### src/verilog/tcc_pkg.sv
package tcc_pkg;

  // ****************************************************************
  // register map and field layout
  // ****************************************************************
  localparam logic [3:0]  ADDR_CTRL      = 4'h0;
  localparam logic [3:0]  ADDR_DATA      = 4'h2;
  localparam logic [3:0]  ADDR_IRQ_EN    = 4'h4;

  localparam int          POS_SCS        = 15;
  localparam int          POS_CBUF       = 12;
  localparam int          POS_SRC        = 10;
  localparam int          POS_EDGE       = 8;
  localparam int          POS_PAIRED     = 6;
  localparam int          POS_SOFT       = 5;
  localparam int          POS_WMODE      = 2;
  localparam int          POS_INV        = 1;
  localparam int          POS_CAPMODE    = 0;

  localparam logic [15:0] CTRL_RESET     = 16'h0000;
  localparam logic [15:0] CTRL_WMASK     = 16'hFF7F;
  localparam logic [15:0] DATA_RESET     = 16'h0000;
  localparam logic [15:0] IRQ_EN_RESET   = 16'h0000;
  // counter max/zero plus the enables of compare/capture circuits 0 to 3
  localparam logic [15:0] IRQ_IMPL_MASK  = 16'h003F;
  localparam logic [15:0] RDATA_RESET    = 16'h0000;

  // ****************************************************************
  // field encodings
  // ****************************************************************
  localparam logic [2:0]  CBUF_ON_WRITE  = 3'h0;
  localparam logic [2:0]  CBUF_ON_END    = 3'h1;
  localparam logic [2:0]  CBUF_ON_MATCH  = 3'h2;
  localparam logic [2:0]  CBUF_ON_WRAP   = 3'h3;
  localparam logic [2:0]  CBUF_MATCH_RST = 3'h4;

  localparam logic [1:0]  SRC_PIN        = 2'h0;
  localparam logic [1:0]  SRC_SOFT_LOW   = 2'h2;
  localparam logic [1:0]  SRC_SOFT_HIGH  = 2'h3;

  localparam logic [1:0]  EDGE_RISE      = 2'h1;
  localparam logic [1:0]  EDGE_FALL      = 2'h2;
  localparam logic [1:0]  EDGE_BOTH      = 2'h3;

  localparam logic [2:0]  WAVE_SOFT      = 3'h0;
  localparam logic [2:0]  WAVE_SET       = 3'h1;
  localparam logic [2:0]  WAVE_TGL_RST   = 3'h2;
  localparam logic [2:0]  WAVE_SET_RST   = 3'h3;
  localparam logic [2:0]  WAVE_TGL       = 3'h4;
  localparam logic [2:0]  WAVE_RST       = 3'h5;
  localparam logic [2:0]  WAVE_TGL_SET   = 3'h6;
  localparam logic [2:0]  WAVE_RST_SET   = 3'h7;

  // ****************************************************************
  // carriers
  // ****************************************************************
  typedef enum logic [1:0] {
    TCC_UP,
    TCC_DOWN,
    TCC_UPDOWN
  } tcc_cnt_mode_type;

  typedef struct packed {
    logic [15:0]      value;
    logic             step;
    logic             at_max;
    logic             at_zero;
    logic             wrap;
    tcc_cnt_mode_type mode;
  } tcc_cnt_type;

  typedef struct packed {
    logic [3:0]  addr;
    logic [15:0] wdata;
    logic        wr;
    logic        rd;
  } tcc_bus_type;

  typedef struct packed {
    logic [15:0] ctrl;
    logic [15:0] data;
    logic [15:0] cbuf;
    logic [15:0] irq_en;
    logic        pin;
    logic        rise_dly;
    logic        fall_dly;
    logic        load_pend;
    logic        wave;
    logic [15:0] rdata;
  } tcc_state_type;

endpackage
### src/verilog/tcc_channel.sv
`timescale 1ns/1ps
// Overview of operation
// - enable bit passes interrupt; unimplemented bits read 0
// - sync select: synchronous or asynchronous capture
// - load mode 0: buffer loads after write
// - load mode 1: load at max/zero end
// - load mode 2: load on previous-value match
// - load mode 3: load on counter wrap; on match or zero in up/down
// - load mode 4: match loads, counter resets
// - trigger source: pin or software level
// - edge select: rise, fall, both, none
// - software level change 2/3 captures
// - paired select uses pair matches
// - soft level bit drives output directly
// - mode 7: match resets, end sets
// - mode 6: match toggles, end sets
// - mode 5: match resets output
// - mode 4: match toggles output
// - mode 3: match sets, end resets
// - mode 2: match toggles, end resets
// - mode 1: match sets output
// - mode 0: output follows soft level
// - capture select: capture or compare mode
// - invert bit makes output active low
// - data register: compare value or capture
module tcc_channel (
  input  wire logic                 clk,
  input  wire logic                 srst,
  input  wire tcc_pkg::tcc_bus_type bus,
  output logic [15:0]               rdata,
  input  wire tcc_pkg::tcc_cnt_type cnt,
  input  wire logic                 capture_input_pin,
  input  wire logic                 partner_match,
  input  wire logic [15:0]          irq_flags,
  output logic [15:0]               irq_req,
  output logic                      match,
  output logic                      capture_event,
  output logic                      counter_reset_req,
  output logic                      timer_output_signal
);
  import tcc_pkg::*;

  tcc_state_type s_q;
  tcc_state_type s_d;

  logic        cap_mode;
  logic        sync_sel;
  logic [2:0]  cbuf_mode;
  logic [1:0]  src_sel;
  logic [1:0]  edge_sel;
  logic        paired;
  logic [2:0]  wave_mode;
  logic        wr_ctrl;
  logic        wr_data;
  logic [1:0]  new_src;
  logic        rise_now;
  logic        fall_now;
  logic        rise_use;
  logic        fall_use;
  logic        cap_fire;
  logic        buf_load;
  logic        end_evt;
  logic        set_evt;
  logic        rst_evt;
  logic        tgl_evt;
  logic        pair_hit;

  assign cap_mode  = s_q.ctrl[POS_CAPMODE];
  assign sync_sel  = s_q.ctrl[POS_SCS];
  assign cbuf_mode = s_q.ctrl[POS_CBUF+:3];
  assign src_sel   = s_q.ctrl[POS_SRC+:2];
  assign edge_sel  = s_q.ctrl[POS_EDGE+:2];
  assign paired    = s_q.ctrl[POS_PAIRED];
  assign wave_mode = s_q.ctrl[POS_WMODE+:3];
  assign wr_ctrl   = bus.wr && (bus.addr == ADDR_CTRL);
  assign wr_data   = bus.wr && (bus.addr == ADDR_DATA);
  assign new_src   = bus.wdata[POS_SRC+:2];

  // ****************************************************************
  // comparator
  // ****************************************************************
  // the match is taken against the buffered value, never the freshly written one
  assign match = !cap_mode && cnt.step && (cnt.value == s_q.cbuf);
  assign counter_reset_req = match && (cbuf_mode == CBUF_MATCH_RST);

  // counter end event: max when counting up or up/down, zero when counting down
  assign end_evt  = (cnt.mode == TCC_DOWN) ? cnt.at_zero : cnt.at_max;
  assign pair_hit = match || partner_match;

  always_comb begin
    buf_load = 1'b0;
    case (cbuf_mode)
      CBUF_ON_WRITE: buf_load = s_q.load_pend;
      CBUF_ON_END: begin
        if (cnt.mode == TCC_UPDOWN) begin
          buf_load = cnt.at_zero || cnt.at_max;
        end else begin
          buf_load = end_evt;
        end
      end
      CBUF_ON_MATCH: buf_load = match;
      CBUF_ON_WRAP: begin
        if (cnt.mode == TCC_UPDOWN) begin
          buf_load = match || cnt.at_zero;
        end else begin
          buf_load = cnt.wrap;
        end
      end
      CBUF_MATCH_RST: buf_load = match;
      default: buf_load = 1'b0;
    endcase
    buf_load = buf_load && !cap_mode;
  end

  // ****************************************************************
  // capture trigger
  // ****************************************************************
  always_comb begin
    rise_now = 1'b0;
    fall_now = 1'b0;
    if (src_sel == SRC_PIN) begin
      rise_now = capture_input_pin && !s_q.pin;
      fall_now = !capture_input_pin && s_q.pin;
    end else if (wr_ctrl && (src_sel == SRC_SOFT_LOW) && (new_src == SRC_SOFT_HIGH)) begin
      rise_now = 1'b1;
    end else if (wr_ctrl && (src_sel == SRC_SOFT_HIGH) && (new_src == SRC_SOFT_LOW)) begin
      fall_now = 1'b1;
    end
    // synchronous capture costs one cycle of latency: the edge registered in the previous cycle fires it
    rise_use = sync_sel ? s_q.rise_dly : rise_now;
    fall_use = sync_sel ? s_q.fall_dly : fall_now;
    cap_fire = 1'b0;
    case (edge_sel)
      EDGE_RISE: cap_fire = rise_use;
      EDGE_FALL: cap_fire = fall_use;
      EDGE_BOTH: cap_fire = rise_use || fall_use;
      default:   cap_fire = 1'b0;
    endcase
    cap_fire = cap_fire && cap_mode;
  end
  assign capture_event = cap_fire;

  // ****************************************************************
  // output waveform events
  // ****************************************************************
  always_comb begin
    set_evt = 1'b0;
    rst_evt = 1'b0;
    tgl_evt = 1'b0;
    case (wave_mode)
      WAVE_RST_SET: begin
        rst_evt = match;
        set_evt = paired ? partner_match : end_evt;
      end
      WAVE_TGL_SET: begin
        tgl_evt = match;
        set_evt = paired ? partner_match : end_evt;
      end
      WAVE_RST: rst_evt = paired ? pair_hit : match;
      WAVE_TGL: tgl_evt = paired ? pair_hit : match;
      WAVE_SET_RST: begin
        set_evt = match;
        rst_evt = paired ? partner_match : end_evt;
      end
      WAVE_TGL_RST: begin
        tgl_evt = match;
        rst_evt = paired ? partner_match : end_evt;
      end
      WAVE_SET: set_evt = paired ? pair_hit : match;
      default: begin
        set_evt = 1'b0;
        rst_evt = 1'b0;
        tgl_evt = 1'b0;
      end
    endcase
  end

  // ****************************************************************
  // next state
  // ****************************************************************
  always_comb begin
    s_d           = s_q;
    s_d.pin       = capture_input_pin;
    s_d.rise_dly  = rise_now;
    s_d.fall_dly  = fall_now;
    s_d.load_pend = 1'b0;
    s_d.rdata     = RDATA_RESET;
    if (wr_ctrl) begin
      s_d.ctrl = bus.wdata & CTRL_WMASK;
    end
    if (wr_data) begin
      s_d.data      = bus.wdata;
      s_d.load_pend = !cap_mode;
    end
    if (bus.wr && (bus.addr == ADDR_IRQ_EN)) begin
      s_d.irq_en = bus.wdata & IRQ_IMPL_MASK;
    end
    // a capture in the same cycle as a software write wins
    if (cap_fire) begin
      s_d.data = cnt.value;
    end
    if (buf_load) begin
      s_d.cbuf = s_q.data;
    end
    if (!cap_mode) begin
      if (wave_mode == WAVE_SOFT) begin
        s_d.wave = s_q.ctrl[POS_SOFT];
      end else if (rst_evt && (wave_mode != WAVE_SET_RST)) begin
        // outside mode 3 a reset wins over set and toggle, so in mode 2 the end or partner reset beats the match toggle
        s_d.wave = 1'b0;
      end else if (set_evt) begin
        s_d.wave = 1'b1;
      end else if (rst_evt) begin
        s_d.wave = 1'b0;
      end else if (tgl_evt) begin
        s_d.wave = !s_q.wave;
      end
      if ((wave_mode == WAVE_SET_RST) && match) begin
        s_d.wave = 1'b1;
      end
    end
    if (bus.rd) begin
      if (bus.addr == ADDR_CTRL) begin
        s_d.rdata = s_q.ctrl;
      end else if (bus.addr == ADDR_DATA) begin
        s_d.rdata = s_q.data;
      end else if (bus.addr == ADDR_IRQ_EN) begin
        s_d.rdata = s_q.irq_en;
      end else begin
        s_d.rdata = RDATA_RESET;
      end
    end
  end

  always_ff @(posedge clk) begin
    if (srst) begin
      s_q.ctrl      <= CTRL_RESET;
      s_q.data      <= DATA_RESET;
      s_q.cbuf      <= DATA_RESET;
      s_q.irq_en    <= IRQ_EN_RESET;
      s_q.pin       <= 1'b0;
      s_q.rise_dly  <= 1'b0;
      s_q.fall_dly  <= 1'b0;
      s_q.load_pend <= 1'b0;
      s_q.wave      <= 1'b0;
      s_q.rdata     <= RDATA_RESET;
    end else begin
      s_q <= s_d;
    end
  end

  // ****************************************************************
  // outputs
  // ****************************************************************
  assign rdata = s_q.rdata;
  // software is expected to clear a stale flag before enabling it
  assign irq_req = irq_flags & s_q.irq_en & IRQ_IMPL_MASK;
  // in capture mode the output rests low whatever the polarity
  assign timer_output_signal = cap_mode ? 1'b0 : (s_q.wave ^ s_q.ctrl[POS_INV]);
endmodule

### config.mk
export PLATFORM = sky130hd
export DESIGN_NAME = tcc_channel
export DESIGN_NICKNAME = d
export VERILOG_FILES = /design/src/verilog/tcc_pkg.sv /design/src/verilog/tcc_channel.sv
export SDC_FILE = /design/constraint.sdc
export NUM_CORES = 1
export LEC_CHECK = 0
export ABC_AREA = 1
export BUFFER_PORTS_ARGS = -buffer_cell sky130_fd_sc_hd__buf_2
export CAP_MARGIN = 20
export CORE_ASPECT_RATIO = 0.8
export CORE_UTILIZATION = 40
export CTS_BUF_LIST = sky130_fd_sc_hd__clkbuf_8
export DETAILED_ROUTE_END_ITERATION = 8
export PLACE_DENSITY = 0.65
export SETUP_SLACK_MARGIN = 0.02
export SLEW_MARGIN = 25
export SYNTH_ARGS = -nofsm -noshare
export SYNTH_HDL_FRONTEND = slang
export SYNTH_SLANG_ARGS = --single-unit
### constraint.sdc
create_clock -name clk -period 2.95 [get_ports clk]
set_input_delay 0.59 -clock clk [delete_from_list [all_inputs] [get_ports clk]]
set_output_delay 0.59 -clock clk [all_outputs]
set_load 0.005 [all_outputs]
-- Yosys cells after proc, flatten, opt, wreduce, memory -nomap -nowiden
Index checks and enable logic that the tools add are counted.
- register bits: 74
- bits of input ports: 64
- output and inout bits: 36
- logic and storage cells: 107
- eq/ne operators: 24
- muxes and demuxes: 29
- bitwise operators: 5
- reductions and logical operators: 38
- operator list (kind ; count):
    two-way mux 16 bit ; 4
    two-way mux 1 bit ; 19
    equality test 16 bit ; 1
    logical AND 1 bit ; 16
    equality test 3 bit, second input constant ; 5
    equality test 2 bit, second input constant ; 7
    equality test 3 x 2 -> 1 bit, second input constant ; 4
    OR reduction 2 bit ; 6
    case mux 1 bit (3 select lines) ; 3
    AND 6 bit ; 1
    equality test 3 x 1 -> 1 bit, second input constant ; 2
    logical NOT 3 bit ; 2
    two-way mux 6 bit ; 1
    nonzero test 6 bit ; 1
    equality test 2 x 1 -> 1 bit, second input constant ; 2
    equality test 4 x 2 -> 1 bit, second input constant ; 1
    equality test 4 x 3 -> 1 bit, second input constant ; 1
    logical NOT 1 bit ; 4
    logical NOT 4 bit ; 1
    logical OR 1 bit ; 4
    case mux 1 bit (4 select lines) ; 1
    inequality test 3 x 2 -> 1 bit, second input constant ; 1
    NOT 1 bit ; 3
    OR reduction 3 bit ; 1
    other kinds (5) ; 5

-- Depth between registers and ports, before layout
- depth after elaboration: 12
- depth in mapped cells: 16
- depth with buffers taken out: 16

-- Worst setup path before layout
Ideal clock, no wire load.
- kind: input to output
- start: input bus[19] (netlist bit)
- end: output capture_event
- data arrival time: 1.633 ns
- data required time: 2.360 ns
- setup slack: 0.727 ns
- cell stages on the path: 9
- path buffers: 0
- cell sequence: or2_4 -> nor2_4 -> nand2_4 -> nor2_4 -> a31oi_1 -> a21o_1 -> nand2_1 -> nand2_2 -> inv_1
- cells in the longest elaborated chain, start to end: 11
- elaborated cells between the ends (all ways): 16
- those cells by class: 8 x mux; 8 x reduce/logical
- RTL lines (element ; line ; text):
    start: declaration ; tcc_channel.sv:29 ; input wire tcc_pkg::tcc_bus_type bus,
    logical NOT 4 bit (*) ; tcc_channel.sv:75 ; assign wr_ctrl = bus.wr && (bus.addr == ADDR_CTRL);
    logical AND 1 bit (*) ; tcc_channel.sv:75 ;
    logical AND 1 bit (2 in series) ; tcc_channel.sv:126 ; end else if (wr_ctrl && (src_sel == SRC_SOFT_HIGH) && (new_src == SRC_SOFT_LOW)) begin
    two-way mux 1 bit ; tcc_channel.sv:126 ;
    two-way mux 1 bit ; tcc_channel.sv:124 ; end else if (wr_ctrl && (src_sel == SRC_SOFT_LOW) && (new_src == SRC_SOFT_HIGH)) begin
    two-way mux 1 bit ; tcc_channel.sv:121 ; if (src_sel == SRC_PIN) begin
    two-way mux 1 bit ; tcc_channel.sv:131 ; fall_use = sync_sel ? s_q.fall_dly : fall_now;
    logical OR 1 bit ; tcc_channel.sv:136 ; EDGE_BOTH: cap_fire = rise_use || fall_use;
    case mux 1 bit (3 select lines) (*) ; tcc_channel.sv:133 ; case (edge_sel)
    logical AND 1 bit (*) ; tcc_channel.sv:139 ; cap_fire = cap_fire && cap_mode;
    end: declaration ; tcc_channel.sv:37 ; output logic capture_event,
Every way passes the cells marked *; elsewhere a longest branch is shown, timed or not.

-- Worst setup path after layout
Ends and elaborated chain as after synthesis.

==> reports/qor.csv <==
stage;metric;value;unit
sta;fmax;412;MHz
drt;route.detailed.drc;0;
power_and_ir_drop;p_sw;0.000521;W
sta;fin_skew;0.00523;ns
drt;first_iter_violations;312;
critical_path;worstPathRequired;2.36;ns
clock_network;clockBufferDepth;2;
critical_path;worst_setup_path_end_kind;output pin;
critical_path;crit_fanout;3;
critical_path;path_buf_inv;3;
critical_path;startpoint;bus[19];
critical_path;rr_worst_depth;12;
synthesis;synth_compound_area_frac;0.104;
layout;drive_gt1_frac;0.166;
drt;via_per_inst;4.82;
power_and_ir_drop;pwr-share-clk;0.389;
layout;layout.nets;747;
hold_path;min-delay-start;capture_input_pin;
global_routing;grt_pass1_wl;17.0;mm
sta;fin_setup_tns;0;ns
critical_path;startpoint_type;primary input;
synthesis;synth_cell_type_count;38;
run;cap_violations;0;
clock_network;ctsResizeCount;0;
synthesis;synth_mux_area_frac;0;
power_and_ir_drop;powerDensity;449;mW/mm^2
clock_network;numCtsBuffers;9;
synthesis;syn_inst;625;
power_and_ir_drop;p_seq_frac;0.505;
drt;drtPass1Iterations;4;
floorplanning;initial_utilization;0.415;
synthesis;netlist_area;0.00402;sq mm
critical_path;rr_startpoint;s_q[42]$_SDFFE_PP0P_;
layout;antenna_cells;0;
drt;avgRoutedWirePerCell;12.8;microns
global_routing;grt_overflow_total;0;
synthesis;synth_top_area_cell;dfxtp_1;
layout;regArea;0.00148;sq mm
critical_path;critPathKind;in -> out;
global_routing;track_usage;0.212;
sta;relSlewSlack;0.653;
critical_path;worstPathCellList;buf_2, or2_4, nor2_4, nand2_4, nor2_4, a31oi_1, a21o_1, nand2_1, nand2_2, inv_1, buf_2;
drt;ant_nets;0;
synthesis;synth_fa_ha_area_frac;0;
synthesis;synth_flop_cell;dfxtp_1;
drt;wirelength;10.5;mm
synthesis;synth_top_family_by_area;simple AND/OR/NAND/NOR gates;
sta;rsz0062_at_grt;false;
floorplanning;coreArea;0.00969;sq mm
synthesis;avgSynthCellArea;6.43;sq um
power_and_ir_drop;pwr-share-comb;0.106;
clock_network;clkLatencyLatePin;0.35;ns
clock_network;hold_buffers;0;
status;status;finished clean;
power_and_ir_drop;vdd_drop_max;0.221;mV
global_routing;grt_max_degree;51;
synthesis;synth_xor_xnor_area_share;0.00218;
synthesis;ys_top_cells_by_count;nand2_1, nor2_1, inv_1, dfxtp_1, a21oi_1;
floorplanning;die_area;0.0105;sq mm
power_and_ir_drop;internal_power;0.00153;W
global_routing;antenna_found_initial;0;
sta;finalCritPeriodShare;0.823;
critical_path;crit_family;simple AND/OR/NAND/NOR gates;
clock_network;clk_pin_slew;0.07;ns
sta;setup_viol;0;
sta;worst_slew_pin_slew;0.520;ns
synthesis;synth_edf_count;0;
critical_path;slowest_delay;0.26;ns
place;port_buffers;79;
power_and_ir_drop;leakagePower;2.25;nW
critical_path;cp.arrival;1.84;ns
place;hpwl;7.98;mm
critical_path;worst-path-stages;11;
hold_path;holdPathStages;3;
clock_network;post_cts_buffers;0;
floorplanning;die_w;114;microns
clock_network;cts_max_level;3;
power_and_ir_drop;power.total;0.00205;W
synthesis;yosysSeqAreaShare;0.369;
place;place_congestion;0.875;
synthesis;synth-simple-area-share;0.374;
synthesis;yosysWarnings;0;
layout;layout.cells.non_filler;824;
power_and_ir_drop;swShare;0.254;
clock_network;cts_tree;built;
layout;fillers;1067;
critical_path;cp_slowest_cell;or2_4;
floorplanning;row_count;32;
sta;final_max_slew_viol_count;0;
drt;vias;3971;
clock_network;cts.sinks;74;
layout;areaGrowthSynthToFinish;13.4;%
floorplanning;die_y;91.7;microns
clock_network;cts_root_buf;clkbuf_8;
hold_path;hp-class;in -> reg;
synthesis;synth-seq-cells;74;
synthesis;async_flop_share;0;
floorplanning;io_pins;100;
synthesis;synth_top_area_share;0.369;
sta;period_needed;2.43;ns
synthesis;yosysMostFrequentCell;nand2_1;
place;dpl.cell_count;808;
sta;finalHoldViolCount;0;
global_routing;grt_pass1_vias;3627;
layout;multi_input_area;0.00197;sq mm
synthesis;synth.top_cells.by_area;dfxtp_1, nand2_1, nor2_1;
==> metal layers <==
layer / share of wire / vias up / wire, microns / GRT usage
met5: 0 / - / 0 / 0
met4: 0.018 / 0 / 185 / 0.0671
met3: 0.050 / 19 / 523 / 0.0469
met2: 0.48 / 103 / 5070 / 0.355
met1: 0.45 / 1831 / 4770 / 0.269
li1: - / 2018 / - / -
==> final timing paths <==
kind                            slack (ns)                    to
worst max-delay path                  0.52         capture_event
worst min-delay path                  0.47    s_q[20]$_SDFF_PP0_
worst max register to register        0.92  s_q[37]$_SDFFE_PP0P_
worst min register to register        0.48  s_q[23]$_SDFFE_PP0P_
==> worst reg2reg max path, cell delays in order, from the launching register on <==
cell and delay, ns:
dfxtp_1 0.35, inv_1 0.04, nand2_1 0.13, nand2_1 0.07, nor3b_1 0.18, nand2_1 0.07, nor2_1 0.11, nand3_2 0.16
nand2_1 0.11, nand2_2 0.08, a21oi_4 0.47, nor2_1 0.08, nor2_1 0.12
==> cell usage in the layout (no fill, tap or decap), types with 3 or more instances in the layout <==
master / count
nand2_1: 168
a21oi_1: 32
nand3b_1: 16
nor2_1: 107
dfxtp_1: 74
o21ai_0: 23
buf_2: 79
o21ai_1: 3
clkbuf_8: 11
nand3_1: 28
buf_4: 6
conb_1: 10
nor2_4: 3
nand2_2: 4
nor3_1: 10
inv_1: 80
o221ai_1: 6
==> registers in the layout, indices dropped and copies added (netlist names) <==
signal and flops:
cap_mode 1, cbuf_mode 3, edge_sel 2, paired 1, rdata 16, s_q 51
==> cell families (layout without fill, tap and decap cells) <==
group | Yosys count | after routing
buffers and inverters | 127 | 181
AO/OA/AOI/OAI | 73 | 73
AND/OR/NAND/NOR | 349 | 349
XOR/XNOR | 1 | 1
other | 1 | 10
flip-flops | 74 | 74
==> area by class of cell <==
class,count,share of cell area
multi-input cells,433,0.432
flip-flops and latches,74,0.325
repair buffers,85,0.0966
inverters,80,0.0659
well taps,136,0.0373
clock buffers,11,0.0332
clock inverters,5,0.0102
==> stage by stage <==
stage	worst slack [ns]	instance area [sq um]	util	hold slack (ns)
floorplan	0.727	4050	-	0.441
global placement	0.534	4360	0.450	0.470
detailed placement	0.532	4360	0.450	0.469
CTS	0.517	4560	0.470	0.456
global route	0.442	4560	0.470	0.484
finish	0.523	4560	0.470	0.467
==> power by group through the flow <==
stage | Clock, W | Sequential (W) | Combinational [W]
CTS | 0.000813 | 0.00103 | 0.000217
global route | 0.000859 | 0.00104 | 0.000247
floorplan | 0 | 0.00105 | 0.000143
global placement | 0 | 0.00106 | 0.000212
detailed placement | 0 | 0.00106 | 0.000216
finish | 0.000796 | 0.00103 | 0.000218
Note: power is estimated with default switching activity, not from simulation.
